<file path="src/common/msbfie_defines.vh">
// Behaviour
// [RQ1] pre-decrement store: pointer minus one, then write
// [RQ2] post-increment store: write, then pointer plus one
// [RQ3] displaced store: pointer plus displacement, pointer kept
// [RQ4] direct store to absolute address, two cycles
// [RQ5] program byte load via Z, three cycles
// [RQ6] push stores register in two cycles
// [RQ7] pop loads register in two cycles
// [RQ8] io bit set or clear, other bits kept
// [RQ9] left shift, bit0 zero, flags Z C N V
// [RQ10] right shift, bit7 zero, flags Z C N V
// [RQ11] rotates through carry, carry takes shifted bit
// [RQ12] arithmetic right shift keeps bit seven
// [RQ13] nibble swap, one cycle, no flags
// [RQ14] set or clear any status flag by index
// [RQ15] copy register bit into transfer flag
// [RQ16] copy transfer flag into register bit
// [RQ17] watchdog restart and sleep, one cycle each
// [RQ18] break only signals debug, no flags
// [RQ19] signed flag set and clear, one cycle
// [RQ20] push then decrement; increment then pop
// [RQ21] port in and out move one byte
`ifndef MSBFIE_DEFINES_VH
`define MSBFIE_DEFINES_VH

`define MSBFIE_OP_NOP        5'h00
`define MSBFIE_OP_STORE_IND  5'h01
`define MSBFIE_OP_STORE_DISP 5'h02
`define MSBFIE_OP_STORE_DIR  5'h03
`define MSBFIE_OP_LOAD_PROG  5'h04
`define MSBFIE_OP_PUSH       5'h05
`define MSBFIE_OP_POP        5'h06
`define MSBFIE_OP_PORT_IN    5'h07
`define MSBFIE_OP_PORT_OUT   5'h08
`define MSBFIE_OP_IO_SET     5'h09
`define MSBFIE_OP_IO_CLR     5'h0A
`define MSBFIE_OP_SHL        5'h0B
`define MSBFIE_OP_SHR        5'h0C
`define MSBFIE_OP_ROL        5'h0D
`define MSBFIE_OP_ROR        5'h0E
`define MSBFIE_OP_ASR        5'h0F
`define MSBFIE_OP_SWAP       5'h10
`define MSBFIE_OP_FLAG_SET   5'h11
`define MSBFIE_OP_FLAG_CLR   5'h12
`define MSBFIE_OP_BIT_TO_T   5'h13
`define MSBFIE_OP_T_TO_BIT   5'h14
`define MSBFIE_OP_WDR        5'h15
`define MSBFIE_OP_SLEEP      5'h16
`define MSBFIE_OP_BREAK      5'h17

`define MSBFIE_MODE_PLAIN    2'h0
`define MSBFIE_MODE_POSTINC  2'h1
`define MSBFIE_MODE_PREDEC   2'h2
`define MSBFIE_MODE_TO_R0    2'h3

`define MSBFIE_PTR_X         2'h0
`define MSBFIE_PTR_Y         2'h1
`define MSBFIE_PTR_Z         2'h2

`define MSBFIE_IDX_X_LO      5'h1A
`define MSBFIE_IDX_Y_LO      5'h1C
`define MSBFIE_IDX_Z_LO      5'h1E
`define MSBFIE_IDX_Z_HI      5'h1F
`define MSBFIE_IDX_R0        5'h00

`define MSBFIE_FLAG_C        0
`define MSBFIE_FLAG_Z        1
`define MSBFIE_FLAG_N        2
`define MSBFIE_FLAG_V        3
`define MSBFIE_FLAG_S        4
`define MSBFIE_FLAG_H        5
`define MSBFIE_FLAG_T        6
`define MSBFIE_FLAG_I        7

`define MSBFIE_SP_RESET      16'h0000
`define MSBFIE_STATUS_REGISTER_RESET    8'h00

`endif

</file>
<file path="src/rtl/msbfie_shift.v">
`timescale 1ns/100ps
`default_nettype none
`include "msbfie_defines.vh"

module msbfie_shift (
  // operation
  input wire [4:0] op_i,
  input wire [7:0] data_i,
  input wire carry_i,
  // result
  output reg [7:0] res_o,
  output reg c_o,
  output reg z_o,
  output reg n_o,
  output reg v_o
);

  always @* begin
    res_o = data_i;
    c_o = carry_i;
    case (op_i)
      `MSBFIE_OP_SHL: begin
        res_o = {data_i[6:0], 1'b0}; // [RQ9]
        c_o = data_i[7];
      end
      `MSBFIE_OP_SHR: begin
        res_o = {1'b0, data_i[7:1]}; // [RQ10]
        c_o = data_i[0];
      end
      `MSBFIE_OP_ROL: begin
        res_o = {data_i[6:0], carry_i}; // [RQ11]
        c_o = data_i[7];
      end
      `MSBFIE_OP_ROR: begin
        res_o = {carry_i, data_i[7:1]}; // [RQ11]
        c_o = data_i[0];
      end
      `MSBFIE_OP_ASR: begin
        res_o = {data_i[7], data_i[7:1]}; // [RQ12]
        c_o = data_i[0];
      end
      default: begin
        res_o = data_i;
        c_o = carry_i;
      end
    endcase
    z_o = (res_o == 8'h00);
    n_o = res_o[7];
    // overflow is sign xor carry after every shift
    v_o = n_o ^ c_o;
  end

endmodule // msbfie_shift
`default_nettype wire

</file>
<file path="src/rtl/msbfie_core.v">
`timescale 1ns/100ps
`default_nettype none
`include "msbfie_defines.vh"

module msbfie_core #(
  parameter [15:0] SP_RESET = `MSBFIE_SP_RESET
) (
  // clock, reset, enable
  input wire ref_clk_i,
  input wire srst_i,
  input wire ce_i,
  // decoded instruction
  input wire op_valid_i,
  input wire [4:0] op_code_i,
  input wire [1:0] op_mode_i,
  input wire [1:0] op_ptr_i,
  input wire [4:0] op_rd_i,
  input wire [4:0] op_rr_i,
  input wire [2:0] op_bit_i,
  input wire [5:0] op_disp_i,
  input wire [15:0] op_addr_i,
  input wire [5:0] op_io_i,
  output reg op_ready_o,
  output reg op_done_o,
  // data memory
  output reg [15:0] dm_addr_o,
  output reg [7:0] dm_wdata_o,
  output reg dm_we_o,
  output reg dm_re_o,
  input wire [7:0] dm_rdata_i,
  // program memory, word addressed
  output reg [14:0] pm_addr_o,
  output reg pm_re_o,
  input wire [15:0] pm_rdata_i,
  // io space
  output reg [5:0] io_addr_o,
  output reg [7:0] io_wdata_o,
  output reg io_we_o,
  output reg io_re_o,
  input wire [7:0] io_rdata_i,
  // register file preload and observation
  input wire rf_load_i,
  input wire [4:0] rf_load_idx_i,
  input wire [7:0] rf_load_data_i,
  input wire [4:0] rf_peek_idx_i,
  output reg [7:0] rf_peek_o,
  // core state and control strobes
  output reg [7:0] status_register_o,
  output reg [15:0] sp_o,
  output reg watchdog_restart_o,
  output reg sleep_req_o,
  output reg break_o
);

  localparam [3:0] ST_IDLE = 4'b0001;
  localparam [3:0] ST_MEM = 4'b0010;
  localparam [3:0] ST_PM1 = 4'b0100;
  localparam [3:0] ST_PM2 = 4'b1000;

  reg [7:0] rf [0:31];
  reg [3:0] state;
  reg [4:0] cur_op;
  reg [4:0] cur_rd;
  reg [1:0] cur_mode;
  reg [7:0] cur_mask;
  reg cur_byte_hi;
  integer i;

  wire accept;
  wire [4:0] ptr_lo_idx;
  wire [4:0] ptr_hi_idx;
  wire [15:0] ptr_val;
  wire [15:0] ptr_inc;
  wire [15:0] ptr_dec;
  wire [15:0] disp_addr;
  wire [15:0] z_val;
  wire [15:0] z_inc;
  wire [15:0] sp_inc;
  wire [7:0] rd_val;
  wire [7:0] rr_val;
  wire [7:0] bit_mask;
  wire [7:0] sh_res;
  wire sh_c;
  wire sh_z;
  wire sh_n;
  wire sh_v;

  // ready is a flop: ops are only taken while idle
  assign accept = op_valid_i & op_ready_o & (state == ST_IDLE);

  assign ptr_lo_idx = (op_ptr_i == `MSBFIE_PTR_X) ? `MSBFIE_IDX_X_LO :
                      (op_ptr_i == `MSBFIE_PTR_Y) ? `MSBFIE_IDX_Y_LO : `MSBFIE_IDX_Z_LO;
  assign ptr_hi_idx = ptr_lo_idx + 5'h01;
  assign ptr_val = {rf[ptr_hi_idx], rf[ptr_lo_idx]};
  assign ptr_inc = ptr_val + 16'h0001;
  assign ptr_dec = ptr_val - 16'h0001;
  assign disp_addr = ptr_val + {10'h000, op_disp_i};
  assign z_val = {rf[`MSBFIE_IDX_Z_HI], rf[`MSBFIE_IDX_Z_LO]};
  assign z_inc = z_val + 16'h0001;
  assign sp_inc = sp_o + 16'h0001;
  assign rd_val = rf[op_rd_i];
  assign rr_val = rf[op_rr_i];
  assign bit_mask = 8'h01 << op_bit_i;

  msbfie_shift u_shift (
    .op_i(op_code_i),
    .data_i(rd_val),
    .carry_i(status_register_o[`MSBFIE_FLAG_C]),
    .res_o(sh_res),
    .c_o(sh_c),
    .z_o(sh_z),
    .n_o(sh_n),
    .v_o(sh_v)
  );

  always @(posedge ref_clk_i) begin
    if (srst_i) begin
      state <= ST_IDLE;
      cur_op <= `MSBFIE_OP_NOP;
      cur_rd <= 5'h00;
      cur_mode <= `MSBFIE_MODE_PLAIN;
      cur_mask <= 8'h00;
      cur_byte_hi <= 1'b0;
      op_ready_o <= 1'b1;
      op_done_o <= 1'b0;
      dm_addr_o <= 16'h0000;
      dm_wdata_o <= 8'h00;
      dm_we_o <= 1'b0;
      dm_re_o <= 1'b0;
      pm_addr_o <= 15'h0000;
      pm_re_o <= 1'b0;
      io_addr_o <= 6'h00;
      io_wdata_o <= 8'h00;
      io_we_o <= 1'b0;
      io_re_o <= 1'b0;
      rf_peek_o <= 8'h00;
      status_register_o <= `MSBFIE_STATUS_REGISTER_RESET;
      sp_o <= SP_RESET;
      watchdog_restart_o <= 1'b0;
      sleep_req_o <= 1'b0;
      break_o <= 1'b0;
      for (i = 0; i < 32; i = i + 1) begin
        rf[i] <= 8'h00;
      end
    end else if (ce_i) begin
      // strobes pulse for one cycle
      op_done_o <= 1'b0;
      dm_we_o <= 1'b0;
      dm_re_o <= 1'b0;
      pm_re_o <= 1'b0;
      io_we_o <= 1'b0;
      io_re_o <= 1'b0;
      watchdog_restart_o <= 1'b0;
      sleep_req_o <= 1'b0;
      break_o <= 1'b0;
      rf_peek_o <= rf[rf_peek_idx_i];
      case (state)
        ST_IDLE: begin
          if (accept) begin
            cur_op <= op_code_i;
            cur_rd <= op_rd_i;
            cur_mode <= op_mode_i;
            cur_mask <= bit_mask;
            case (op_code_i)
              `MSBFIE_OP_STORE_IND: begin
                dm_we_o <= 1'b1;
                dm_wdata_o <= rr_val;
                op_ready_o <= 1'b0;
                state <= ST_MEM;
                if (op_mode_i == `MSBFIE_MODE_PREDEC) begin
                  // address is the already reduced pointer
                  dm_addr_o <= ptr_dec; // [RQ1]
                  rf[ptr_lo_idx] <= ptr_dec[7:0]; // [RQ1]
                  rf[ptr_hi_idx] <= ptr_dec[15:8];
                end else if (op_mode_i == `MSBFIE_MODE_POSTINC) begin
                  dm_addr_o <= ptr_val; // [RQ2]
                  rf[ptr_lo_idx] <= ptr_inc[7:0]; // [RQ2]
                  rf[ptr_hi_idx] <= ptr_inc[15:8];
                end else begin
                  dm_addr_o <= ptr_val;
                end
              end
              `MSBFIE_OP_STORE_DISP: begin
                // pointer pair is never written back
                dm_addr_o <= disp_addr; // [RQ3]
                dm_wdata_o <= rr_val;
                dm_we_o <= 1'b1;
                op_ready_o <= 1'b0;
                state <= ST_MEM;
              end
              `MSBFIE_OP_STORE_DIR: begin
                dm_addr_o <= op_addr_i; // [RQ4]
                dm_wdata_o <= rr_val;
                dm_we_o <= 1'b1;
                op_ready_o <= 1'b0;
                state <= ST_MEM;
              end
              `MSBFIE_OP_LOAD_PROG: begin
                // word fetch, byte chosen by the low pointer bit
                pm_addr_o <= z_val[15:1]; // [RQ5]
                pm_re_o <= 1'b1;
                cur_byte_hi <= z_val[0];
                op_ready_o <= 1'b0;
                state <= ST_PM1;
              end
              `MSBFIE_OP_PUSH: begin
                dm_addr_o <= sp_o; // [RQ20]
                dm_wdata_o <= rr_val; // [RQ6]
                dm_we_o <= 1'b1;
                sp_o <= sp_o - 16'h0001; // [RQ20]
                op_ready_o <= 1'b0;
                state <= ST_MEM;
              end
              `MSBFIE_OP_POP: begin
                dm_addr_o <= sp_inc; // [RQ20]
                dm_re_o <= 1'b1; // [RQ7]
                sp_o <= sp_inc;
                op_ready_o <= 1'b0;
                state <= ST_MEM;
              end
              `MSBFIE_OP_PORT_IN: begin
                // io read data is only seen at the next edge
                io_addr_o <= op_io_i; // [RQ21]
                io_re_o <= 1'b1;
                op_ready_o <= 1'b0;
                state <= ST_MEM;
              end
              `MSBFIE_OP_PORT_OUT: begin
                io_addr_o <= op_io_i; // [RQ21]
                io_wdata_o <= rr_val;
                io_we_o <= 1'b1;
                op_done_o <= 1'b1;
              end
              `MSBFIE_OP_IO_SET, `MSBFIE_OP_IO_CLR: begin
                // read phase of a read-modify-write on the io byte
                io_addr_o <= op_io_i; // [RQ8]
                io_re_o <= 1'b1;
                op_ready_o <= 1'b0;
                state <= ST_MEM;
              end
              `MSBFIE_OP_SHL, `MSBFIE_OP_SHR, `MSBFIE_OP_ROL,
              `MSBFIE_OP_ROR, `MSBFIE_OP_ASR: begin
                rf[op_rd_i] <= sh_res; // [RQ9] [RQ10] [RQ11] [RQ12]
                status_register_o[`MSBFIE_FLAG_C] <= sh_c; // [RQ11]
                status_register_o[`MSBFIE_FLAG_Z] <= sh_z; // [RQ9] [RQ10]
                status_register_o[`MSBFIE_FLAG_N] <= sh_n;
                status_register_o[`MSBFIE_FLAG_V] <= sh_v;
                op_done_o <= 1'b1;
              end
              `MSBFIE_OP_SWAP: begin
                rf[op_rd_i] <= {rd_val[3:0], rd_val[7:4]}; // [RQ13]
                op_done_o <= 1'b1;
              end
              `MSBFIE_OP_FLAG_SET: begin
                // serves every dedicated flag form
                status_register_o[op_bit_i] <= 1'b1; // [RQ14] [RQ19]
                op_done_o <= 1'b1;
              end
              `MSBFIE_OP_FLAG_CLR: begin
                status_register_o[op_bit_i] <= 1'b0; // [RQ14] [RQ19]
                op_done_o <= 1'b1;
              end
              `MSBFIE_OP_BIT_TO_T: begin
                status_register_o[`MSBFIE_FLAG_T] <= rr_val[op_bit_i]; // [RQ15]
                op_done_o <= 1'b1;
              end
              `MSBFIE_OP_T_TO_BIT: begin
                if (status_register_o[`MSBFIE_FLAG_T]) begin
                  rf[op_rd_i] <= rd_val | bit_mask; // [RQ16]
                end else begin
                  rf[op_rd_i] <= rd_val & ~bit_mask; // [RQ16]
                end
                op_done_o <= 1'b1;
              end
              `MSBFIE_OP_WDR: begin
                watchdog_restart_o <= 1'b1; // [RQ17]
                op_done_o <= 1'b1;
              end
              `MSBFIE_OP_SLEEP: begin
                sleep_req_o <= 1'b1; // [RQ17]
                op_done_o <= 1'b1;
              end
              `MSBFIE_OP_BREAK: begin
                // debug hand-off only; the core itself keeps running
                break_o <= 1'b1; // [RQ18]
                op_done_o <= 1'b1;
              end
              default: begin
                op_done_o <= 1'b1;
              end
            endcase
          end else if (rf_load_i) begin
            // preload only between operations so it cannot race a result
            rf[rf_load_idx_i] <= rf_load_data_i;
          end
        end
        ST_MEM: begin
          case (cur_op)
            `MSBFIE_OP_POP: begin
              rf[cur_rd] <= dm_rdata_i; // [RQ7]
            end
            `MSBFIE_OP_PORT_IN: begin
              rf[cur_rd] <= io_rdata_i; // [RQ21]
            end
            `MSBFIE_OP_IO_SET: begin
              io_wdata_o <= io_rdata_i | cur_mask; // [RQ8]
              io_we_o <= 1'b1;
            end
            `MSBFIE_OP_IO_CLR: begin
              io_wdata_o <= io_rdata_i & ~cur_mask; // [RQ8]
              io_we_o <= 1'b1;
            end
            default: begin
              cur_mask <= cur_mask;
            end
          endcase
          op_done_o <= 1'b1; // [RQ1] [RQ2] [RQ3] [RQ4] [RQ6]
          op_ready_o <= 1'b1;
          state <= ST_IDLE;
        end
        ST_PM1: begin
          state <= ST_PM2;
        end
        ST_PM2: begin
          if (cur_mode == `MSBFIE_MODE_TO_R0) begin
            rf[`MSBFIE_IDX_R0] <= cur_byte_hi ? pm_rdata_i[15:8] : pm_rdata_i[7:0]; // [RQ5]
          end else begin
            rf[cur_rd] <= cur_byte_hi ? pm_rdata_i[15:8] : pm_rdata_i[7:0]; // [RQ5]
          end
          if (cur_mode == `MSBFIE_MODE_POSTINC) begin
            rf[`MSBFIE_IDX_Z_LO] <= z_inc[7:0]; // [RQ5]
            rf[`MSBFIE_IDX_Z_HI] <= z_inc[15:8];
          end
          op_done_o <= 1'b1;
          op_ready_o <= 1'b1;
          state <= ST_IDLE;
        end
        default: begin
          op_ready_o <= 1'b1;
          state <= ST_IDLE;
        end
      endcase
    end
  end

endmodule // msbfie_core
`default_nettype wire

</file>
<file path="config.mk">
export PLATFORM = sky130hd
export DESIGN_NAME = msbfie_core
export DESIGN_NICKNAME = d
export VERILOG_FILES = /design/src/rtl/msbfie_shift.v /design/src/rtl/msbfie_core.v
export VERILOG_INCLUDE_DIRS = /design/src /design/src/common
export SDC_FILE = /design/constraint.sdc
export NUM_CORES = 1
export LEC_CHECK = 0
export BUFFER_PORTS_ARGS = -buffer_cell sky130_fd_sc_hd__buf_2
export CAP_MARGIN = 20
export CORE_MARGIN = 3
export CORE_UTILIZATION = 39
export CTS_CLUSTER_DIAMETER = 200
export DETAILED_ROUTE_END_ITERATION = 12
export GPL_ROUTABILITY_DRIVEN = 0
export PLACE_DENSITY_LB_ADDON = 0.25
export REMOVE_ABC_BUFFERS = 1
export SKIP_LAST_GASP = 1
export SLEW_MARGIN = 20
export SYNTH_ARGS = -nofsm -noshare
export SYNTH_HDL_FRONTEND = slang
export SYNTH_SLANG_ARGS = --single-unit
</file>
<file path="constraint.sdc">
create_clock -name ref_clk_i -period 3.1 [get_ports ref_clk_i]
set_input_delay 0.155 -clock ref_clk_i [delete_from_list [all_inputs] [get_ports ref_clk_i]]
set_output_delay 0.155 -clock ref_clk_i [all_outputs]
set_load 0.05 [all_outputs]
</file>
==> After elaboration in Yosys (flattened, before gate mapping) <==
Memory sizes are Yosys's and may differ from the RTL's. A register that Yosys moved wholly into a read port is not among the register bits.
Index checks and enable logic that the tools add are counted.
{ "totals": {"wordCells": 297, "output_inout_bits": 95, "mem_count": 1, "romBits": 0, "ram_bits": 256, "inputBits": 105, "reg_bits": 112, "latch_bits": 0} }
{ "mem_list": {"columns": ["memory", "words", "width", "read_ports", "rd_clocked_by_memory_dff", "wr", "line_no", "text"], "rows": [
  ["rf", 32, 8, 7, 1, 32, "msbfie_core.v:60", "reg [7:0] rf [0:31];"]
]} }
{ "op_classes": {"eq_ne": 43, "n_addsub": 7, "shifts": 1, "n_bitwise": 29, "n_div": 0, "muxes": 153, "multipliers": 0, "magnitude_cmp": 2, "n_reduce_logical": 36} }
{ "ops": {"columns": ["cell", "count"], "rows": [
  ["8-bit two-way mux", 18],
  ["1-bit two-way mux", 109],
  ["16-bit one-hot mux with 5 select lines", 1],
  ["5-bit by 4-bit == test with 1-bit output, second input constant", 10],
  ["5-bit == test, second input constant", 10],
  ["16-bit by 1-bit adder with 16-bit output, second input constant", 3],
  ["8-bit OR reduction", 6],
  ["8-bit one-hot mux with 5 select lines", 1],
  ["4-bit AND reduction", 9],
  ["16-bit one-hot mux with 2 select lines", 1],
  ["8-bit one-hot mux with 2 select lines", 2],
  ["16-bit by 1-bit subtractor with 16-bit output, second input constant", 2],
  ["5-bit by 3-bit == test with 1-bit output, second input constant", 6],
  ["5-bit two-way mux", 5],
  ["8-bit bitwise AND", 3],
  ["8-bit inverter", 3],
  ["8-bit bitwise OR", 3],
  ["16-bit by 6-bit adder with 16-bit output", 1],
  ["16-bit two-way mux", 1],
  ["4-bit one-hot mux with 2 select lines", 2],
  ["4-bit one-hot mux with 3 select lines", 1],
  ["5-bit by 2-bit == test with 1-bit output, second input constant", 2],
  ["1-bit bitwise OR", 10],
  ["1-bit one-hot mux with 2 select lines", 5],
  ["38 further kinds", 57]
]} }

==> Longest topological paths before layout <==
{ "logic_depth": {"ltp_word": 15, "mapped_depth": 14, "mapped_depth_nobuf": 13} }

==> Hierarchy <==
From an unflattened synthesis, not the netlist that was laid out.
{ "hier_totals": {"cells_unflattened": 2372, "hier_area_um2": 24622.4} }
{ "by_module_without_submodules": {"columns": ["mod", "area_each_um2", "instances", "seq_area_each_um2", "cells_per_inst"], "rows": [
  ["msbfie_core", 24249.5, 1, 10089.7, 2322],
  ["msbfie_shift", 372.9, 1, 0.0, 50]
]} }

==> Worst setup path after synthesis <==
Ideal clock, no wire load.
{ "synth_timing": {"kind": "flip-flop to flip-flop", "from": "register state[1]", "to": "memory rf[26][0], enable pin", "path_buffers": 3, "period_less_slack_ns": 3.098, "slack_ns": 0.002, "setup_ns": 0.300, "arrival_ns": 2.798, "path_stages_with_launch": 12, "t_required_ns": 2.800, "path_cell_list": "dfxtp_1 -> or4b_1 -> buf_2 -> nor4_4 -> nor3_1 -> o311a_2 -> or2_4 -> and3_1 -> clkbuf_1 -> or3b_1 -> buf_2 -> nand2b_1"} }
{ "synth_lines": {"columns": ["item", "line_no", "text"], "rows": [
  ["start: declaration", "msbfie_core.v:61", "reg [3:0] state;"],
  ["start signal: assignment", "msbfie_core.v:118", "state <= ST_IDLE;"],
  ["start signal: assignment", "msbfie_core.v:169", "state <= ST_MEM;"],
  ["start signal: assignment", "msbfie_core.v:189", "state <= ST_MEM;"],
  ["end: declaration", "msbfie_core.v:60", null]
]} }

==> summary.txt <==
Outcome
  • Status: finished with violations
  • Failing checks: setup timing

Clock network
  • Number of buffers created by CTS: 43
  • CTS clk-pin slew, worst paths: 70 ps
  • CTS tree: done
  • Clock sinks: 376
  • Worst skew pair latency: 590 ps
  • Clk buf depth: 3
  • Root buffer cell: clkbuf_16
  • Max H-tree Level: 2

Floorplanning
  • Die width: 257.1 µm
  • Die ar.: 0.06612 mm²
  • Core area: 0.06205 mm²
  • Initial Util: 39.64%
  • Row count: 91
  • Die H: 257.1 µm
  • I/O pin cnt: 200

Power and ir drop
  • Worst IR Drop VDD: 0.3211 mV
  • NetSw: roughly 4.6 mW
  • Clock group share of total power: 36.1%
  • Switch share: about 30%
  • PwrDens: 451.7 mW/mm²
  • Leak pwr: 12.61 nW
  • Combinational share of power: between 20 and 30%
  • Internal: 10.30 mW
  • Sequential share of power: between 30% and 40%

Finish
  • Commonest non-fill, non-tap cell in the layout: buf_4
  • Final Core Density: 53.12%
  • Share of layout cells above drive strength 1: 41.40%
  • P&R area growth vs syn: 34.00%
  • Fill count: 5,359
  • Commonest non-fill, non-tap cells in the layout: buf_4 (369), edfxtp_1 (256), nor2_1 (255)
  • Final net count: 2,946
  • Finished Cell Area: 0.03296 mm²
  • Non-Filler Instances: 3,700

Place
  • Post-placement cell count: 3,561
  • Port buffer count: between 150 and 200
  • Detail Placement HPWL: around 76,000 µm
  • Placement Setup Slack: -543.8 ps
  • Post-Place Cell Area: 0.02955 mm²

Worst setup path
  • WP data arrival: around 3600 ps
  • CP endpoint kind: flip-flop
  • Crit Path Class: flip-flop to flip-flop
  • CP max FO: 8
  • Worst Setup Start Kind: flip-flop
  • Worst EP required: 3410 ps

Global route
  • Largest net degree at the start of global routing: 65
  • Vias in the first global route: 22,270
  • Total gr overflow: 0
  • Grt met3 use: 6.968%
  • M2 GR Usage: 45.86%
  • Initial antenna violation count: 7
  • Tot GR Track Use: roughly 29%
  • Global-route wire length before repair: 146,700 µm
  • GRT met1 Usage: 39.90%
  • GRT busiest layer: met2

Timing
  • Fmax: a little over 0.3 GHz
  • Actual slew at the worst max-slew pin: 770.1 ps
  • Slew Limit Fails: 0
  • Hold slack: between 15 and 20 ps
  • Slew headroom: about half
  • Hold Violations, Final: 0
  • Min cycle time layout: about 3300 ps
  • Final setup fails: 67
  • Final worst slack: -156.1 ps
  • Setup Skew: ~22 ps
  • RSZ-0062 raised after global routing: yes
  • Crit share post-route: 105.0%

Yosys
  • Post-synth EDFFs: 256
  • Avg Cell Area, Syn: 10.74 µm²
  • Synth Warn #: 0
  • Post-synth top area share: between 30% and 40%
  • Synth Flop Type: edfxtp_1
  • Share of synthesized registers carrying an async set or reset: 0%
  • Yosys cell types: 95
  • Seq cells post-synth: 376
  • Post-Syn Area: 0.02460 mm²
  • Synth Instances: 2,290
  • Top cells by area, synth: edfxtp_1 (31%), mux4_2 (20%), dfxtp_1 (9.8%)
  • Seq/Total Area, Yosys: 41.02%
  • Yosys top cell by area: edfxtp_1

Min path
  • Hold Crit Class: input port to flip-flop

Detailed routing
  • Vias/cell: about 6.4
  • DRC: 0
  • Iter 0 DRT Violations: roughly 3,500
  • Post-route ant nets: 0
  • Final wirelength: slightly above 100,000 µm
  • Via count: approximately 24,000
  • WL/cell: 27.56 µm
  • DRT Pass-1 Iters: 6

Flow run
  • Maxcap violations: 0
==> repair_timing <==
item	in CTS	in global routing
pin swaps	19	70
buffers inserted	13	33
resized for setup	35	258
endpoints found under the hold margin	11	0
endpoints found under the setup margin	340	463
hold buffers	11	0
gates cloned	2	7
==> cell usage after synthesis (all sizes together) (15+ instances only) <==
| master | instances |
|---|---|
| nor2 | 297 |
| edfxtp | 256 |
| nand2 | 240 |
| mux4 | 214 |
| dfxtp | 120 |
| nor3 | 114 |
| clkbuf | 112 |
| a21oi | 107 |
| o21ai | 82 |
| buf | 80 |
| mux2i | 67 |
| o22ai | 51 |
| xnor2 | 48 |
| nand2b | 47 |
| nor4 | 39 |
| a211oi | 32 |
| nand3 | 32 |
| and3 | 24 |
| a221oi | 21 |
| nor2b | 21 |
| inv | 19 |
| xor2 | 18 |
| mux2 | 17 |
| a31oi | 15 |
==> layer usage <==
metal,part of all wire (%),vias up
met5,0.041,-
met4,4.5,6
met3,13,269
met2,45,1732
met1,37,11640
li1,-,9929
==> metrics by stage <==
step / total power, mW / TNS [ps]
after floorplan: 7.186 / -156910
after global placement: 8.928 / -96380
after detailed placement: 8.973 / -108170
after CTS: 14.44 / -421.2
after global routing: 15.27 / -20720
final: 14.89 / -4012
==> sequential cells by signal, summed over array words and instances (netlist names), 2 cells and up, named ones only <==
register,cells
io_addr_o,6
pm_addr_o,15
cur_mask,8
state,4
dm_wdata_o,8
rf,256
sp_o,16
cur_op,5
dm_addr_o,16
status_register_o,5
cur_rd,5
cur_mode,2
io_wdata_o,8
rf_peek_o,8
==> final timing paths <==
path / cells after the start / startpoint / slack (ps) / to
min: 5 / op_addr_i[8] / 20 / dm_addr_o[8]
max reg2reg: 14 / rf[28][0] / -160 / rf[31][7]
min reg2reg: 2 / pm_addr_o[9] / 450 / pm_addr_o[9]
max: 14 / rf[28][0] / -160 / rf[31][7]
==> power by group through the flow <==
stage | sequential [mW] | combinational, mW | clock (mW)
after CTS | 5.67 | 3.36 | 5.41
after global placement | 5.76 | 3.17 | 0
after floorplan | 5.83 | 1.35 | 0
final | 5.68 | 3.84 | 5.37
after global routing | 5.69 | 3.99 | 5.60
after detailed placement | 5.77 | 3.20 | 0
==> cell families (layout without fill, tap and decap cells) <==
group / count (synthesis) / in the layout / share of synthesized area [%]
DFF: 376 / 376 / 41.02
buffers and inverters: 212 / 782 / 3.779
AOI/OAI and AO/OA: 435 / 435 / 11.85
xor gates and xnor gates: 66 / 66 / 2.350
adders and majority gates: 12 / 12 / 0.6409
and+or+nand+nor: 891 / 891 / 17.26
muxes: 298 / 298 / 23.10
other: 0 / 3 / 0
==> cell type report <==
class | instances | area (µm²) | area share, %
Multi-Input combinational cell | 1702 | 14660 | 44.47
Inverter | 20 | 75.07 | 0.2278
Clock inverter | 26 | 299.0 | 0.9072
Sequential cell | 376 | 10090 | 30.61
Antenna cell | 3 | 7.507 | 0.02278
Timing Repair Buffer | 686 | 5642 | 17.12
Tap cell | 837 | 1047 | 3.177
Clock buffer | 50 | 1144 | 3.469
==> critical path, cell delays in order (launching register included) <==
cell and delay, ps:
edfxtp_1 440, buf_6 160, mux2i_4 170, o21ai_4 110, buf_4 180, a311oi_2 360, nand4_1 260, and3_4 270
o21ai_4 130, buf_6 130, a31oi_4 100, nor2_4 230, buf_12 170, buf_12 150, o221ai_1 120
Power figures use the tool's default switching activity.
